===== config.mk =====
export PLATFORM = sky130hd
export DESIGN_NAME = stmcp_timer
export DESIGN_NICKNAME = d
export VERILOG_FILES = /design/src/stmcp_pkg.sv /design/src/stmcp_timer.sv
export VERILOG_INCLUDE_DIRS = /design/src
export SDC_FILE = /design/constraint.sdc
export NUM_CORES = 1
export LEC_CHECK = 0
export BUFFER_PORTS_ARGS = -buffer_cell sky130_fd_sc_hd__buf_2
export CAP_MARGIN = 10
export CORE_MARGIN = 2
export CORE_UTILIZATION = 47
export DETAILED_ROUTE_END_ITERATION = 8
export GPL_TIMING_DRIVEN = 0
export PLACE_DENSITY = 0.82
export SYNTH_ARGS = -nofsm -noshare
export SYNTH_HDL_FRONTEND = slang
export SYNTH_SLANG_ARGS = --single-unit
export TNS_END_PERCENT = 10

===== constraint.sdc =====
create_clock -name ref_clk -period 9 [get_ports ref_clk]
set_clock_uncertainty 0.05 [all_clocks]
set_input_delay 0 -clock ref_clk [delete_from_list [all_inputs] [get_ports ref_clk]]
set_output_delay 0 -clock ref_clk [all_outputs]
set_load 0.1 [all_outputs]

===== src/stmcp_map.svh =====
`ifndef STMCP_MAP_SVH
`define STMCP_MAP_SVH
// Register byte addresses
`define STMCP_OFF_CTRL0  12'h000
`define STMCP_OFF_CTRL1  12'h004
`define STMCP_OFF_CNTL   12'h008
`define STMCP_OFF_CNTH   12'h00C
`define STMCP_OFF_CMPAL  12'h010
`define STMCP_OFF_CMPAH  12'h014
`define STMCP_OFF_FLAGS  12'h018
// Control zero fields
`define STMCP_C0_PAUSE   7
`define STMCP_C0_ON      3
// Control one fields
`define STMCP_C1_MODE    7:6
`define STMCP_C1_FUNC    5:4
`define STMCP_C1_INIT    3
`define STMCP_C1_INV     2
`define STMCP_C1_SWAP    1
`define STMCP_C1_CLRSEL  0
// Flag fields, write one to clear
`define STMCP_FL_A       0
`define STMCP_FL_P       1
// Default read byte and counter maximum
`define STMCP_RST_BYTE   8'h00
`define STMCP_CNT_MAX    10'h3FF
// Counter clock divider ratio
`define STMCP_DIV        4
`endif


===== src/stmcp_pkg.sv =====
package stmcp_pkg;
  typedef enum logic [1:0] {
    STMCP_CMP = 2'h0, STMCP_CAP = 2'h1, STMCP_PWM = 2'h2, STMCP_TMR = 2'h3
  } stmcp_mode_t;
  typedef struct packed {
    logic [1:0] mode;
    logic [1:0] func;
    logic       initLvl;
    logic       invert;
    logic       swap;
    logic       clrSel;
  } stmcp_ctrl1_t;
  typedef struct packed {
    logic       pause;
    logic       timerOn;
    logic [2:0] cmpP;
  } stmcp_ctrl0_t;
endpackage : stmcp_pkg


===== src/stmcp_timer.sv =====
`timescale 1ns/100ps
`include "stmcp_map.svh"
module stmcp_timer (
  input  wire logic        ref_clk,
  input  wire logic        rst,
  input  wire logic [11:0] s_axi_awaddr,
  input  wire logic        s_axi_awvalid,
  output logic             s_axi_awready,
  input  wire logic [31:0] s_axi_wdata,
  input  wire logic [3:0]  s_axi_wstrb,
  input  wire logic        s_axi_wvalid,
  output logic             s_axi_wready,
  output logic [1:0]       s_axi_bresp,
  output logic             s_axi_bvalid,
  input  wire logic        s_axi_bready,
  input  wire logic [11:0] s_axi_araddr,
  input  wire logic        s_axi_arvalid,
  output logic             s_axi_arready,
  output logic [31:0]      s_axi_rdata,
  output logic [1:0]       s_axi_rresp,
  output logic             s_axi_rvalid,
  input  wire logic        s_axi_rready,
  output logic             timerOut,
  output logic             timerOutEn
);
  import stmcp_pkg::*;

  // ----------------------------------------------------------------
  // Register state
  // ----------------------------------------------------------------
  stmcp_ctrl0_t ctrl0_q;
  stmcp_ctrl1_t ctrl1_q;
  logic [9:0]   cmpA_q;
  logic [9:0]   cnt_q;
  logic         flagA_q;
  logic         flagP_q;
  logic         onPrev_q;
  logic         pin_q;
  logic [1:0]   div_q;
  logic         tick;
  logic         onRise;

  // Decode of a byte address into a register select, used by both paths
  function automatic logic isReg(input logic [11:0] a, input logic [11:0] off);
    isReg = (a == off);
  endfunction : isReg

  // ----------------------------------------------------------------
  // AXI4-Lite write channel
  // ----------------------------------------------------------------
  logic [11:0] awAddr_q;
  logic        awHave_q;
  logic [31:0] wData_q;
  logic        wStrb0_q;
  logic        wHave_q;
  logic        wrFire;
  logic        wrOk;

  assign wrFire = awHave_q && wHave_q && !s_axi_bvalid;
  assign wrOk   = isReg(awAddr_q, `STMCP_OFF_CTRL0) || isReg(awAddr_q, `STMCP_OFF_CTRL1) ||
                  isReg(awAddr_q, `STMCP_OFF_CNTL)  || isReg(awAddr_q, `STMCP_OFF_CNTH)  ||
                  isReg(awAddr_q, `STMCP_OFF_CMPAL) || isReg(awAddr_q, `STMCP_OFF_CMPAH) ||
                  isReg(awAddr_q, `STMCP_OFF_FLAGS);

  // Address and data are latched independently, in either order
  always_ff @(posedge ref_clk) begin
    if (rst) begin
      awHave_q      <= 1'b0;
      wHave_q       <= 1'b0;
      awAddr_q      <= 12'h000;
      wData_q       <= 32'h0000_0000;
      wStrb0_q      <= 1'b0;
      s_axi_awready <= 1'b0;
      s_axi_wready  <= 1'b0;
      s_axi_bvalid  <= 1'b0;
      s_axi_bresp   <= 2'h0;
    end else begin
      s_axi_awready <= !awHave_q && !s_axi_awready;
      s_axi_wready  <= !wHave_q && !s_axi_wready;
      if (s_axi_awvalid && s_axi_awready) begin
        awHave_q <= 1'b1;
        awAddr_q <= s_axi_awaddr;
      end
      if (s_axi_wvalid && s_axi_wready) begin
        wHave_q  <= 1'b1;
        wData_q  <= s_axi_wdata;
        wStrb0_q <= s_axi_wstrb[0];
      end
      if (wrFire) begin
        awHave_q     <= 1'b0;
        wHave_q      <= 1'b0;
        s_axi_bvalid <= 1'b1;
        s_axi_bresp  <= wrOk ? 2'h0 : 2'h2;      // SLVERR on unmapped address
      end else if (s_axi_bvalid && s_axi_bready) begin
        s_axi_bvalid <= 1'b0;
      end
    end
  end

  logic wrCtrl0, wrCtrl1, wrCmpL, wrCmpH, wrFlags;
  assign wrCtrl0 = wrFire && wStrb0_q && isReg(awAddr_q, `STMCP_OFF_CTRL0);
  assign wrCtrl1 = wrFire && wStrb0_q && isReg(awAddr_q, `STMCP_OFF_CTRL1);
  assign wrCmpL  = wrFire && wStrb0_q && isReg(awAddr_q, `STMCP_OFF_CMPAL);
  assign wrCmpH  = wrFire && wStrb0_q && isReg(awAddr_q, `STMCP_OFF_CMPAH);
  assign wrFlags = wrFire && wStrb0_q && isReg(awAddr_q, `STMCP_OFF_FLAGS);

  // Control and compare registers; counter registers ignore writes
  always_ff @(posedge ref_clk) begin
    if (rst) begin
      ctrl0_q <= '0;
      ctrl1_q <= '0;
      cmpA_q  <= 10'h000;
    end else begin
      if (wrCtrl0) begin
        ctrl0_q.pause   <= wData_q[`STMCP_C0_PAUSE];
        ctrl0_q.timerOn <= wData_q[`STMCP_C0_ON];
        ctrl0_q.cmpP    <= wData_q[2:0];
      end
      if (wrCtrl1) ctrl1_q <= stmcp_ctrl1_t'(wData_q[7:0]);
      if (wrCmpL) cmpA_q[7:0] <= wData_q[7:0];
      if (wrCmpH) cmpA_q[9:8] <= wData_q[1:0];
    end
  end

  // ----------------------------------------------------------------
  // AXI4-Lite read channel
  // ----------------------------------------------------------------
  logic [7:0] rdByte;
  logic       rdOk;
  always_comb begin
    rdByte = `STMCP_RST_BYTE;
    rdOk   = 1'b1;
    if (isReg(s_axi_araddr, `STMCP_OFF_CTRL0))
      rdByte = {ctrl0_q.pause, 3'h0, ctrl0_q.timerOn, ctrl0_q.cmpP};
    else if (isReg(s_axi_araddr, `STMCP_OFF_CTRL1)) rdByte = ctrl1_q;
    else if (isReg(s_axi_araddr, `STMCP_OFF_CNTL))  rdByte = cnt_q[7:0];
    else if (isReg(s_axi_araddr, `STMCP_OFF_CNTH))  rdByte = {6'h00, cnt_q[9:8]};
    else if (isReg(s_axi_araddr, `STMCP_OFF_CMPAL)) rdByte = cmpA_q[7:0];
    else if (isReg(s_axi_araddr, `STMCP_OFF_CMPAH)) rdByte = {6'h00, cmpA_q[9:8]};
    else if (isReg(s_axi_araddr, `STMCP_OFF_FLAGS)) rdByte = {6'h00, flagP_q, flagA_q};
    else rdOk = 1'b0;
  end

  // One read at a time; address accepted and answered on the next edge
  always_ff @(posedge ref_clk) begin
    if (rst) begin
      s_axi_arready <= 1'b0;
      s_axi_rvalid  <= 1'b0;
      s_axi_rdata   <= 32'h0000_0000;
      s_axi_rresp   <= 2'h0;
    end else begin
      s_axi_arready <= !s_axi_rvalid && !s_axi_arready && !s_axi_arvalid ? 1'b1 :
                       (!s_axi_rvalid && !s_axi_arready);
      if (s_axi_arvalid && s_axi_arready) begin
        s_axi_arready <= 1'b0;
        s_axi_rvalid  <= 1'b1;
        s_axi_rdata   <= {24'h000000, rdByte};
        s_axi_rresp   <= rdOk ? 2'h0 : 2'h2;
      end else if (s_axi_rvalid && s_axi_rready) begin
        s_axi_rvalid <= 1'b0;
      end
    end
  end

  // ----------------------------------------------------------------
  // Counter clock and counter
  // ----------------------------------------------------------------
  // Fixed divide gives the counter clock; source selection is not modelled
  always_ff @(posedge ref_clk) begin
    if (rst) div_q <= 2'h0;
    else div_q <= (div_q == 2'(`STMCP_DIV - 1)) ? 2'h0 : div_q + 2'h1;
  end
  assign tick   = (div_q == 2'h0);
  assign onRise = ctrl0_q.timerOn && !onPrev_q;

  logic isPwm, matchA, matchP, zeroA, clrCnt, setA, setP, perHit;
  logic [10:0] perCnt, dutyCnt;
  assign isPwm  = (ctrl1_q.mode == STMCP_PWM) && (ctrl1_q.func != 2'h3);
  assign zeroA  = (cmpA_q == 10'h000);
  assign matchA = (cnt_q == cmpA_q);
  assign matchP = (cnt_q[9:7] == ctrl0_q.cmpP) && (cnt_q[6:0] == 7'h00);
  // Period and duty lengths in counter clocks; a P value of 0 codes 1024
  assign perCnt = ctrl1_q.swap ? {1'b0, cmpA_q} :
                  {(ctrl0_q.cmpP == 3'h0), ctrl0_q.cmpP, 7'h00};
  assign dutyCnt = ctrl1_q.swap ? {(ctrl0_q.cmpP == 3'h0), ctrl0_q.cmpP, 7'h00} :
                   {1'b0, cmpA_q};

  // Last count of a PWM period; the counter never reaches the period value itself
  assign perHit = (11'(cnt_q) + 11'h1 == perCnt);

  // Clear cause per mode; capture mode is not handled here
  always_comb begin
    clrCnt = 1'b0;
    setA   = 1'b0;
    setP   = 1'b0;
    if (isPwm) begin
      // Period register clears the counter; clear select is ignored
      clrCnt = perHit || (cnt_q == `STMCP_CNT_MAX);
      // The period register's match is its clearing count, else it would never fire
      setA   = ctrl1_q.swap ? perHit : matchA;
      setP   = ctrl1_q.swap ? matchP : perHit;
    end else if (ctrl1_q.mode == STMCP_CMP || ctrl1_q.mode == STMCP_TMR) begin
      setA = matchA && !zeroA;
      if (ctrl1_q.clrSel) begin
        clrCnt = (matchA && !zeroA) || (cnt_q == `STMCP_CNT_MAX);
      end else begin
        setP   = matchP && (ctrl0_q.cmpP != 3'h0);
        clrCnt = setP || (cnt_q == `STMCP_CNT_MAX);
      end
    end
  end

  // Counter runs on each counter clock while on and not paused
  always_ff @(posedge ref_clk) begin
    if (rst) begin
      cnt_q    <= 10'h000;
      onPrev_q <= 1'b0;
    end else begin
      onPrev_q <= ctrl0_q.timerOn;
      if (onRise) cnt_q <= 10'h000;
      else if (ctrl0_q.timerOn && !ctrl0_q.pause && tick)
        cnt_q <= clrCnt ? 10'h000 : cnt_q + 10'h001;
    end
  end

  logic evA, evP;
  assign evA = ctrl0_q.timerOn && !ctrl0_q.pause && tick && !onRise && setA;
  assign evP = ctrl0_q.timerOn && !ctrl0_q.pause && tick && !onRise && setP;

  // ----------------------------------------------------------------
  // Match flags, sticky, write one to clear
  // ----------------------------------------------------------------
  // Set beats clear so an event in the clearing cycle is kept
  always_ff @(posedge ref_clk) begin
    if (rst) begin
      flagA_q <= 1'b0;
      flagP_q <= 1'b0;
    end else begin
      flagA_q <= evA || (flagA_q && !(wrFlags && wData_q[`STMCP_FL_A]));
      flagP_q <= evP || (flagP_q && !(wrFlags && wData_q[`STMCP_FL_P]));
    end
  end

  // ----------------------------------------------------------------
  // Output pin
  // ----------------------------------------------------------------
  logic pwmAct;
  assign pwmAct = (dutyCnt >= perCnt) || (11'(cnt_q) < dutyCnt);

  // Compare pin level is held state; PWM level is recomputed each cycle
  always_ff @(posedge ref_clk) begin
    if (rst) pin_q <= 1'b0;
    else if (onRise) pin_q <= ctrl1_q.initLvl;
    else if (evA && ctrl1_q.mode == STMCP_CMP) begin
      unique case (ctrl1_q.func)
        2'h0: pin_q <= pin_q;
        2'h1: pin_q <= 1'b0;
        2'h2: pin_q <= 1'b1;
        2'h3: pin_q <= !pin_q;
      endcase
    end
  end

  logic pinNext, enNext;
  always_comb begin
    pinNext = pin_q ^ ctrl1_q.invert;
    enNext  = (ctrl1_q.mode == STMCP_CMP);
    if (isPwm) begin
      enNext = 1'b1;
      unique case (ctrl1_q.func)
        2'h0: pinNext = !ctrl1_q.initLvl;
        2'h1: pinNext = ctrl1_q.initLvl;
        default: pinNext = ctrl1_q.initLvl ? pwmAct : !pwmAct;
      endcase
      pinNext = pinNext ^ ctrl1_q.invert;
    end
  end

  always_ff @(posedge ref_clk) begin
    if (rst) begin
      timerOut   <= 1'b0;
      timerOutEn <= 1'b0;
    end else begin
      timerOut   <= pinNext;
      timerOutEn <= enNext;
    end
  end

  // ----------------------------------------------------------------
  // Checks
  // ----------------------------------------------------------------
  property p_cntHigh;
    @(posedge ref_clk) disable iff (rst) s_axi_rvalid && $past(s_axi_araddr) == `STMCP_OFF_CNTH
      |-> s_axi_rdata[7:2] == 6'h00;
  endproperty
  a_cntHigh: assert property (p_cntHigh) else $error("counter high byte upper bits set");

  property p_onClear;
    @(posedge ref_clk) disable iff (rst) onRise |=> cnt_q == 10'h000;
  endproperty
  a_onClear: assert property (p_onClear) else $error("counter not cleared on start");

  property p_offHold;
    @(posedge ref_clk) disable iff (rst) !ctrl0_q.timerOn && !onRise ##1 !ctrl0_q.timerOn
      |-> $stable(cnt_q);
  endproperty
  a_offHold: assert property (p_offHold) else $error("counter moved while off");

  property p_noPclrSel;
    @(posedge ref_clk) disable iff (rst) !isPwm && ctrl1_q.clrSel |-> !evP;
  endproperty
  a_noPclrSel: assert property (p_noPclrSel) else $error("P flag event with clear select");

  property p_zeroA;
    @(posedge ref_clk) disable iff (rst) !isPwm && zeroA |-> !evA;
  endproperty
  a_zeroA: assert property (p_zeroA) else $error("A flag with compare A zero");

  property p_flagSticky;
    @(posedge ref_clk) disable iff (rst) flagA_q && !wrFlags |=> flagA_q;
  endproperty
  a_flagSticky: assert property (p_flagSticky) else $error("A flag dropped");

  property p_setWins;
    @(posedge ref_clk) disable iff (rst) evP |=> flagP_q;
  endproperty
  a_setWins: assert property (p_setWins) else $error("P flag event lost");

  property p_initLvl;
    @(posedge ref_clk) disable iff (rst) onRise |=> pin_q == $past(ctrl1_q.initLvl);
  endproperty
  a_initLvl: assert property (p_initLvl) else $error("pin not at initial level");

  property p_tmrNoDrive;
    @(posedge ref_clk) disable iff (rst) ctrl1_q.mode == STMCP_TMR ##1 ctrl1_q.mode == STMCP_TMR
      |-> !timerOutEn;
  endproperty
  a_tmrNoDrive: assert property (p_tmrNoDrive) else $error("pin driven in timer mode");

endmodule : stmcp_timer


After elaboration in Yosys (flattened, before gate mapping):

Index checks and enable logic that the tools add are counted.
Widths: inputs -> output; s select.

* output and inout bits: 43
* input port bits: 67
* bits in registers: 81

* magnitude comparators: 2
* equality and inequality tests: 24
* reductions and logical operators: 79
* mux-type cells: 42
* bitwise gates (word level): 2
* add/sub/neg operators: 3

Operator list (count)
* $eq 12x5->1 const B: 6
* $eq 12x4->1 const B: 4
* $mux 8: 5
* $logic_and 1x1->1: 32
* $mux 1: 28
* $eq 12x3->1 const B: 2
* $logic_not 12->1: 2
* $mux 11: 2
* $logic_not 1->1: 17
* $logic_or 1x1->1: 13
* $add 10x1->11 const B: 1
* $eq 11x11->1: 1
* $ge 11x11->1: 1
* $lt 10x11->1: 1
* $add 10x1->10 const B: 1
* $eq 10x10->1: 1
* $eq 10x10->1 const B: 1
* $eq 2x2->1 const B: 5
* $logic_not 10->1: 1
* $mux 10: 1
* $mux 2: 4
* $reduce_or 2->1: 4
* $logic_not 7->1: 1
* $logic_not 2->1: 3
* 11 further kinds: 15

Depth between registers and ports, before layout:

Gate-level depths: netlist of run 1.

* depth in word-level cells: 10
* gate-level depth with buffers: 13

Least setup slack after synthesis of run 1:

Ideal clock, no wire load.

* kind: register to register
* start: register ctrl1_q[1] (netlist bit)
* end: register timerOut
* slack: 6.172 ns
* buffers on the path: 2
* period minus slack after synthesis: 2.828 ns
* data arrival time: 2.644 ns
* stages on the path, launching flop included: 14
* cell sequence: dfxtp_1 > buf_2 > inv_1 > clkbuf_1 > nand2_1 > ha_1 > a21o_1 > a21o_1 > a21oi_1 > o21ai_0 > a31o_1 > a31oi_1 > a2111oi_0 > or4b_1

* word-level cells in the longest chain between the ends: 9

RTL lines
* from (decl): line stmcp_timer.sv:32 `stmcp_ctrl1_t ctrl1_q;`
* from (signal assigned): line stmcp_timer.sv:119 `if (wrCtrl1) ctrl1_q <= stmcp_ctrl1_t'(wData_q[7:0]);`
* $mux 11, on equally long branches: line stmcp_timer.sv:185, stmcp_timer.sv:183
* $ge 11x11->1 / $lt 10x11->1 (equally long branches): line stmcp_timer.sv:248 `assign pwmAct = (dutyCnt >= perCnt) || (11'(cnt_q) < dutyCnt);`
* $logic_or 1x1->1 *: line stmcp_timer.sv:248
* $logic_not 1->1: line stmcp_timer.sv:273 `default: pinNext = ctrl1_q.initLvl ? pwmAct : !pwmAct;`
* $mux 1 *: line stmcp_timer.sv:273
* $pmux 1 s2 *: line stmcp_timer.sv:270 `unique case (ctrl1_q.func)`
* $mux 1 *: line stmcp_timer.sv:268 `if (isPwm) begin`
* $xor 1x1->1 *: line stmcp_timer.sv:275 `pinNext = pinNext ^ ctrl1_q.invert;`
* $mux 1 *: line stmcp_timer.sv:268
* to (signal assigned): line stmcp_timer.sv:284 `timerOut <= pinNext;`
* to (decl): line stmcp_timer.sv:23 `output logic timerOut,`

Every way passes the cells marked *; elsewhere a longest branch is shown, timed or not. The select of a mux whose other input is x is not followed.
A chain may end at the register's enable or synchronous reset.

Worst setup path after layout of run 1:

* start: register cnt_q[1]
* end: register cnt_q[3]

* word-level cells in the longest chain between the ends: 8

RTL lines
* from (decl): line stmcp_timer.sv:34 `logic [9:0] cnt_q;`
* from (signal assigned): line stmcp_timer.sv:222 `cnt_q <= clrCnt ? 10'h000 : cnt_q + 10'h001;`
* branches (longest 7 deep; another with $add 10x1->11)
* $mux 10 *: line stmcp_timer.sv:222

Mark *: on every way between the ends.

==> flow_summary.json, run 1 <==
{
  "status": "finished clean",
  "die_h_um": 105,
  "ys_async_sr_fraction": 0,
  "clock_latency_ns": 0.37,
  "htree_levels": 3,
  "whs_endpoint": "s_axi_rresp[1]",
  "cts_sinks": 79,
  "synth_cells": 589,
  "clock.fmax_mhz": 286,
  "die_w_um": 105,
  "rows": 36,
  "worst_setup_path_end_kind": "flop",
  "peakVddDrop_mv": 0.103,
  "core-area_sq_um": 9820,
  "wl_per_cell_um": 16.4,
  "clock_path_buffers": 2,
  "drt_pass1_iterations": 5,
  "yosysSeqAreaShare": 0.331,
  "required_ns": 9.19,
  "slew_headroom": 0.376,
  "grt_setup_unrepaired": "no",
  "drc": 0,
  "timing_hold_violations_final": 0,
  "cp_max_fo": 9,
  "grt_pass1_vias": 4623,
  "die-area_sq_um": 11000,
  "worstSetupPathType": "flop to flop",
  "netlist_area_sq_um": 4770,
  "total_power_w": 0.000799,
  "slew_violations": 0,
  "tns_ns": 0,
  "dp_slack_ns": 5.66,
  "cap_violations": 0,
  "layout_common_cells": "nand2_1 (82), dfxtp_1 (79), buf_2 (61), nor2_1 (49), a21oi_1 (38)",
  "routed_wl_mm": 13.8,
  "met3WireLength_mm": 1.04,
  "min_from": "s_axi_araddr[9]",
  "dp_hpwl_mm": 10.0,
  "tightest_slew_ns": 0.928,
  "final_common_cell": "nand2_1",
  "grt_overflow": 0,
  "fillers": 897,
  "wl_met1_mm": 5.60,
  "highest_layer": "met4",
  "vias_per_cell": 5.61,
  "whs_path_depth": 5,
  "numPortBuffers": 54,
  "ys_warn_count": 0,
  "start_util": 0.486,
  "grt_pass1_wl_mm": 22.3,
  "drt_iter0_markers": 330,
  "vias": 4742,
  "period_needed_ns": 3.49,
  "ant_nets": 0,
  "routabilityCongestion": 0.956,
  "antenna_found_initial": 0,
  "layoutNonFillerInstCount": 845,
  "synth_cell_types": 73,
  "grt_max_degree": 17,
  "worstRegToRegCells": 10,
  "synth-edff-count": 0,
  "io_pins": 110,
  "fin_nets": 792,
  "cp_data_arrival_time_ns": 3.68,
  "rr_startpoint": "cnt_q[1]",
  "path_clk_slew_ns": 0.09,
  "r2r-end": "cnt_q[3]",
  "avgSynthCellArea_sq_um": 8.10,
  "min_path_type": "input pin to flop",
  "final.setup.worst_slack_ns": 5.51,
  "utilization": 0.590,
  "track_usage": 0.253,
  "numCtsBuffers": 9,
  "leakage_nw": 2.42,
  "post-place-cells": 801,
  "yosys_register_bits": 79,
  "root_buffer": "clkbuf_8",
  "cts_tree": "yes",
  "rrSetupSlack_ns": 5.51,
  "setup_viol": 0,
  "crit_path_start_kind": "flop",
  "syn_to_final_growth_pct": 21.4,
  "drive_gt1_frac": 0.170,
  "period_share": 0.388,
  "power.density_nw_per_um2": 138,
  "synthFlopType": "dfxtp_1",
  "antenna_cells": 0,
  "wl_met2_mm": 6.88
}
-- report_power, final --
part / internal [W] / switching [W] / leakage [nW]
logic: 0.0000357 / 0.000107 / 1.67
clock network: 0.000135 / 0.000154 / 0.105
registers: 0.000360 / 0.00000833 / 0.641
-- final cells by class --
class                      count  area [sq um]  share of cell area
multi-input combinational    452          2840               0.490
sequential                    79          1580               0.273
timing repair buffer          82           551              0.0950
buffer                        65           377              0.0650
tap                          133           166              0.0287
clock buffer                   9           124              0.0214
clock inverter                 7          86.3              0.0149
inverter                      18          67.6              0.0117
-- per-layer routing --
layer,global-route usage,vias up
li1,-,2270
met5,0,-
met2,0.445,211
met3,0.0580,29
met1,0.297,2232
met4,0.100,0
-- state kept, by name, summed over array words and instances (netlist names), 2 cells and up --
signal / flops
awAddr_q: 12
cmpA_q: 10
cnt_q: 10
ctrl1_q: 8
s_axi_rdata: 8
wData_q: 8
ctrl0_q: 5
div_q: 2
-- critical path, cell delays in order, from the launching register on --
cell and delay [ns]:
dfxtp_1 0.61, ha_1 0.22, clkbuf_1 0.36, and2_1 0.26, nand3_1 0.22, xnor2_1 0.21, nor4_1 0.33, o211a_2 0.35
nor2_1 0.07, o31ai_2 0.49, o21ai_0 0.18
-- cell families (layout without fill, tap and decap cells) --
group,count (synthesis),count (layout),share of synthesized area
buf+inv,83,181,0.0931
compound gates,113,113,0.157
fa+ha+maj,18,18,0.0472
mux,34,34,0.0726
flops,79,79,0.331
xor+xnor,23,23,0.0482
other cells,1,26,0.000786
simple gates,238,238,0.250
-- cells in the mapped netlist (all sizes together) (5+ instances only) --
cell type	number	area, sq um
a31oi	6	43.8
o21ai	20	104
buf	42	290
nand2	82	308
mux2i	32	324
nand4b	5	43.8
nor4	5	37.5
and2	9	56.3
dfxtp	79	1580
nor3	22	115
xor2	10	87.6
nor2	49	184
a21oi	38	190
a211oi	5	37.5
nand4	9	56.3
xnor2	11	96.3
and3	5	31.3
nand3	15	75.1
or2	5	31.3
inv	18	67.6
ha	18	225
clkbuf	23	86.3
-- metrics by stage --
step / hold slack [ns] / cell area (sq um)
floorplan: 0.0860 / 4870
global placement: 0.191 / 5300
detailed placement: 0.196 / 5300
CTS: 0.00315 / 5790
global route: 0.0406 / 5790
finish: 0.0217 / 5790
-- what timing repair did --
item / CTS / global route
setup endpoints to repair: 0 / 0
hold endpoints to repair: 26 / 0
setup buffers: 0 / 0
hold buffers: 28 / 0
gates resized for setup: 0 / 0
-- how the worst max path moves through the flow --
stage | startpoint | to | slack, ns | cells after the start
6_report | cnt_q[1] | cnt_q[3] | 5.51 | 10
5_1_grt | cnt_q[1] | cnt_q[9] | 5.36 | 10
4_1_cts | cnt_q[1] | cnt_q[3] | 5.64 | 10
3_5_place_dp | cnt_q[1] | cnt_q[3] | 5.66 | 10
3_3_place_gp | cnt_q[1] | cnt_q[3] | 5.67 | 10
2_1_floorplan | ctrl1_q[1] | timerOut | 6.17 | 13
Power figures use the tool's default switching activity.
==> run 2, diff against run 1 <==
==> constraint.sdc (replaced) <==
create_clock -name ref_clk -period 3.6 [get_ports ref_clk]
set_clock_uncertainty 0.05 [all_clocks]
set_input_delay 0 -clock ref_clk [delete_from_list [all_inputs] [get_ports ref_clk]]
set_output_delay 0 -clock ref_clk [all_outputs]
set_load 0.1 [all_outputs]
==> flow_summary.json, run 2 (synthesis gave the netlist of run 1 again) <==
{
  "status": "finished clean",
  "intPower_w": 0.00133,
  "clock_latency_ns": 0.37,
  "io_pins": 110,
  "p_clk_frac": 0.361,
  "ant_nets": 0,
  "pwr-share-seq": 0.460,
  "leakage_nw": 2.42,
  "r2r-end": "timerOut",
  "slew_violations": 0,
  "start_util": 0.486,
  "worstSetupPathType": "flop to flop",
  "clock_path_buffers": 2,
  "drive_gt1_frac": 0.170,
  "final.setup.worst_slack_ns": 0.203,
  "cp_num_cells": 13,
  "vias_per_cell": 5.63,
  "worstRegToRegCells": 13,
  "min_path_type": "input pin to flop",
  "cpLargestDelayFamily": "compound AO/OA/AOI/OAI gates",
  "period_share": 0.944,
  "endpoint": "timerOut",
  "vias": 4755,
  "largest_register_ffs": 12,
  "routed_wl_mm": 13.8,
  "period_needed_ns": 3.40,
  "final_common_cell": "nand2_1",
  "path_cells": "buf_2, inv_1, clkbuf_1, nand2_1, ha_1, a21o_1, a21o_1, a21oi_1, o21ai_0, a31o_1, a31oi_1, a2111oi_0, or4b_1",
  "antenna_cells": 0,
  "root_buffer": "clkbuf_8",
  "syn_to_final_growth_pct": 21.6,
  "grt_pass1_wl_mm": 22.3,
  "layout_common_cells": "nand2_1 (82), dfxtp_1 (79), buf_2 (61), nor2_1 (49), a21oi_1 (38)",
  "cts_sinks": 79,
  "holdWs_ns": 0.0201,
  "cap_violations": 0,
  "rr_startpoint": "ctrl1_q[1]",
  "slew_headroom": 0.373,
  "crit_start": "ctrl1_q[1]",
  "comb_power_share": 0.179,
  "clock.fmax_mhz": 294,
  "multi_input_area_sq_um": 2850,
  "cp.buffers_inverters": 3,
  "required_ns": 3.80,
  "die_h_um": 105,
  "track_usage": 0.253,
  "tns_ns": 0,
  "grt_setup_unrepaired": "no",
  "dp_slack_ns": 0.262,
  "path_clk_slew_ns": 0.09,
  "cpPeakStageDelay_ns": 0.52,
  "core-area_sq_um": 9820,
  "post-cts-setup-buffer-count": 0,
  "switching_share": 0.337,
  "rows": 36,
  "cp_max_fo": 10,
  "grt_overflow": 0,
  "cts_tree": "yes",
  "drt_iter0_markers": 389,
  "numPortBuffers": 54,
  "cp_data_arrival_time_ns": 3.60,
  "die_w_um": 105,
  "wl_per_cell_um": 16.3,
  "fin_nets": 792,
  "regMostFlops": "awAddr_q",
  "grt_pass1_vias": 4623,
  "routabilityCongestion": 0.956,
  "timing_hold_violations_final": 0,
  "die-area_sq_um": 11000,
  "crit_path_start_kind": "flop",
  "tightest_slew_ns": 0.933,
  "cpMostUsedCell": "a21o_1",
  "grt_max_degree": 17,
  "setup_viol": 0,
  "reg_top3": "awAddr_q x12, cmpA_q x10, cnt_q x10",
  "crit_path_top_delay_cell": "or4b_1",
  "numCtsBuffers": 9,
  "antenna_found_initial": 0,
  "htree_levels": 3,
  "dp_hpwl_mm": 10.0,
  "peakVddDrop_mv": 0.255,
  "register_area_sq_um": 1580,
  "worst_setup_path_end_kind": "flop",
  "drt_pass1_iterations": 5,
  "drc": 0,
  "p_sw_w": 0.000673,
  "rrSetupSlack_ns": 0.20,
  "fillers": 896,
  "power.density_nw_per_um2": 345
}
-- run 2: cell types whose count changed in the layout (fill, tap and decap cells not counted) --
cell,delta
o31ai_4,+1
o31ai_2,-1
-- run 2: area by class of cell --
type                       count  share of cell area
multi-input combinational    452               0.491
clock buffer                   9              0.0214
sequential                    79               0.273
tap                          133              0.0287
inverter                      18              0.0116
buffer                        65              0.0649
clock inverter                 7              0.0149
timing repair buffer          82              0.0949
-- run 2: worst min path at each step --
stage / start / to / slack, ns / cells after the start
after CTS: s_axi_araddr[11] / s_axi_rresp[1] / 0.003 / 5
after detailed placement: s_axi_wdata[0] / wData_q[0] / 0.20 / 3
after global placement: s_axi_wdata[4] / wData_q[4] / 0.19 / 3
after floorplan: s_axi_awaddr[11] / awAddr_q[11] / 0.09 / 2
final: s_axi_araddr[9] / s_axi_rresp[1] / 0.02 / 5
after global routing: s_axi_awvalid / awAddr_q[0] / 0.04 / 4
-- run 2: through the flow --
| stage | std cells | cell area, sq um | total power, W | utilization |
|---|---|---|---|---|
| after global placement | 801 | 5300 | 0.00126 | 0.540 |
| after CTS | 845 | 5790 | 0.00200 | 0.590 |
| final | 845 | 5800 | 0.00200 | 0.591 |
| after detailed placement | 801 | 5300 | 0.00127 | 0.540 |
| after global routing | 845 | 5800 | 0.00206 | 0.591 |
| after floorplan | 614 | 4870 | 0.00121 | - |
-- run 2: repair_timing --
| item | in CTS | in global routing |
|---|---|---|
| setup endpoints to repair | 0 | 2 |
| resized for setup | 0 | 1 |
| endpoints found under the hold margin | 26 | 0 |
| hold buffers | 28 | 0 |
-- run 2: power by group through the flow --
stage	clock network [W]	registers, W	logic, W
5_1_grt	0.000758	0.000923	0.000376
3_5_place_dp	0	0.000940	0.000329
2_1_floorplan	0	0.00101	0.000204
3_3_place_gp	0	0.000937	0.000324
4_1_cts	0.000724	0.000919	0.000352
6_report	0.000722	0.000920	0.000357
-- run 2: layer usage --
| layer | track usage | wire [um] |
|---|---|---|
| met4 | 0.100 | 354 |
| met1 | 0.297 | 5380 |
| met2 | 0.445 | 6870 |
| met3 | 0.0580 | 1190 |
| met5 | 0 | 0 |
-- run 2: tightest hold or removal path, stage by stage --
cell	delay [ns]
buf_2	0.07
nor4_1	0.07
nand4_1	0.08
o21ai_0	0.09
nor2_1	0.09
==> run 3, diff against run 2 <==
--- a/config.mk
+++ b/config.mk
@@ -13,6 +13,7 @@
 export DETAILED_ROUTE_END_ITERATION = 8
 export GPL_TIMING_DRIVEN = 0
 export PLACE_DENSITY = 0.82
+export REMOVE_ABC_BUFFERS = 1
 export SYNTH_ARGS = -nofsm -noshare
 export SYNTH_HDL_FRONTEND = slang
 export SYNTH_SLANG_ARGS = --single-unit
==> flow_summary.json, run 3 (synthesis gave the netlist of run 1 again) <==
{
  "crit_path_top_delay_cell": "dfxtp_1",
  "vias_per_cell": 5.70,
  "p_sw_w": 0.000636,
  "htree_levels": 3,
  "clock_latency_ns": 0.36,
  "routed_wl_mm": 12.6,
  "syn_to_final_growth_pct": 13.2,
  "start_util": 0.486,
  "post-place-cells": 739,
  "leakage_nw": 2.18,
  "slew_violations": 0,
  "clock.fmax_mhz": 310,
  "fillers": 902,
  "dp_hpwl_mm": 9.09,
  "status": "finished clean",
  "core-area_sq_um": 9820,
  "cp_data_arrival_time_ns": 3.40,
  "pwr-share-seq": 0.488,
  "tightest_slew_ns": 0.796,
  "period_share": 0.898,
  "grt_pass1_wl_mm": 20.4,
  "crit_path_start_kind": "flop",
  "comb_power_share": 0.172,
  "layoutNonFillerInstCount": 781,
  "peakVddDrop_mv": 0.273,
  "required_ns": 3.77,
  "register_area_sq_um": 1580,
  "largest_register_ffs": 12,
  "r2r-end": "cnt_q[3]",
  "power.density_nw_per_um2": 348,
  "grt_overflow": 0,
  "vias": 4452,
  "numCtsBuffers": 9,
  "final.setup.worst_slack_ns": 0.369,
  "drive_gt1_frac": 0.137,
  "cp.buffers_inverters": 0,
  "drt_pass1_iterations": 5,
  "grtUsageMet2": 0.381,
  "cts_sinks": 79,
  "path_clk_slew_ns": 0.09,
  "drc": 0,
  "tns_ns": 0,
  "root_buffer": "clkbuf_8",
  "regMostFlops": "awAddr_q",
  "cp_num_cells": 9,
  "antenna_cells": 0,
  "drt_iter0_markers": 333,
  "p_clk_frac": 0.339,
  "period_needed_ns": 3.23,
  "crit_start": "cnt_q[0]",
  "io_pins": 110,
  "multi_input_area_sq_um": 2840,
  "grtUsageMet3": 0.0393,
  "post-cts-setup-buffer-count": 0,
  "rows": 36,
  "fin_area_sq_um": 5400,
  "path_cells": "ha_1, and2_1, nand3_1, xnor2_1, nor4_1, o211a_2, nor2_1, o31ai_2, o21ai_0",
  "grt_max_degree": 74,
  "cpPeakStageDelay_ns": 0.63,
  "intPower_w": 0.00125,
  "track_usage": 0.229,
  "die_h_um": 105,
  "ant_nets": 0,
  "grt_pass1_vias": 4206,
  "cts_tree": "yes",
  "endpoint": "cnt_q[3]",
  "routabilityCongestion": 0.937,
  "clock_path_buffers": 2,
  "reg_top3": "awAddr_q x12, cmpA_q x10, cnt_q x10",
  "final_common_cell": "nand2_1",
  "rrSetupSlack_ns": 0.37,
  "cap_violations": 0,
  "worstSetupPathType": "flop to flop",
  "antenna_found_initial": 0,
  "fin_nets": 728,
  "wl_per_cell_um": 16.1,
  "grt_util_met1": 0.294,
  "setup_viol": 0,
  "cp_max_fo": 11,
  "layout_common_cells": "nand2_1 (82), dfxtp_1 (78), buf_2 (57), nor2_1 (49), a21oi_1 (38)",
  "slew_headroom": 0.465,
  "min_path_type": "input pin to flop",
  "dp_slack_ns": 0.0147,
  "die-area_sq_um": 11000,
  "timing_hold_violations_final": 0,
  "grt_setup_unrepaired": "no",
  "grt_busiest_layer": "met2",
  "cpLargestDelayFamily": "compound AO/OA/AOI/OAI gates",
  "switching_share": 0.338,
  "die_w_um": 105,
  "rr_startpoint": "cnt_q[0]",
  "worst_setup_path_end_kind": "flop",
  "postPlaceCellArea_sq_um": 4940,
  "worstRegToRegCells": 9,
  "numPortBuffers": 56
}
==> run 3: cell types whose count changed in the layout (fill, tap and decap cells not counted), sizes merged, moves of 2 or more <==
cell,before,now
dlygate4sd3,28,25
clkbuf,32,10
inv,23,21
clkinv,0,3
buf,96,58
==> run 3: worst min path at each step <==
stage,start,end,slack [ns],cells past startpoint
final,s_axi_araddr[3],s_axi_rresp[1],0.02,5
after global routing,s_axi_araddr[3],s_axi_rresp[1],0.05,5
after CTS,s_axi_araddr[3],s_axi_rresp[1],0.02,5
after detailed placement,s_axi_awaddr[5],awAddr_q[5],0.20,3
after global placement,s_axi_awaddr[5],awAddr_q[5],0.19,3
after floorplan,rst,awAddr_q[0],0.02,1
==> run 3: final cells by class <==
| class | instances | share of cell area |
|---|---|---|
| multi-input combinational | 452 | 0.526 |
| sequential | 79 | 0.293 |
| timing repair buffer | 83 | 0.103 |
| tap | 133 | 0.0308 |
| clock buffer | 10 | 0.0255 |
| inverter | 18 | 0.0125 |
| clock inverter | 6 | 0.00950 |
==> run 3: through the flow <==
step / hold WS, ns / util / power [W]
after detailed placement: 0.196 / 0.503 / 0.00124
after floorplan: 0.0191 / - / 0.00117
after CTS: 0.0211 / 0.548 / 0.00188
after global placement: 0.192 / 0.503 / 0.00123
final: 0.0243 / 0.550 / 0.00188
after global routing: 0.0525 / 0.550 / 0.00195
==> run 3: repair_timing <==
action / 4_1_cts / 5_1_grt
hold endpoints to repair: 25 / 0
hold buffers: 25 / 0
endpoints found under the setup margin: 0 / 1
gates resized for setup: 0 / 1
==> run 3: layer usage <==
layer | vias up | wire length, um
met1 | 2079 | 5320
met3 | 36 | 919
li1 | 2141 | -
met2 | 196 | 5970
met5 | - | 0
met4 | 0 | 399
==> run 3: power by group through the flow <==
stage	Clock (W)	Sequential, W	Combinational, W
2_1_floorplan	0	0.00101	0.000167
3_3_place_gp	0	0.000937	0.000295
3_5_place_dp	0	0.000939	0.000299
4_1_cts	0.000646	0.000919	0.000320
5_1_grt	0.000683	0.000922	0.000342
6_report	0.000639	0.000919	0.000324
==> run 3: worst reg2reg max path, cell delays in order, from the launching register on <==
cell	delay, ns
dfxtp_1	0.63
ha_1	0.47
and2_1	0.26
nand3_1	0.18
xnor2_1	0.18
nor4_1	0.28
o211a_2	0.32
nor2_1	0.07
o31ai_2	0.46
o21ai_0	0.19
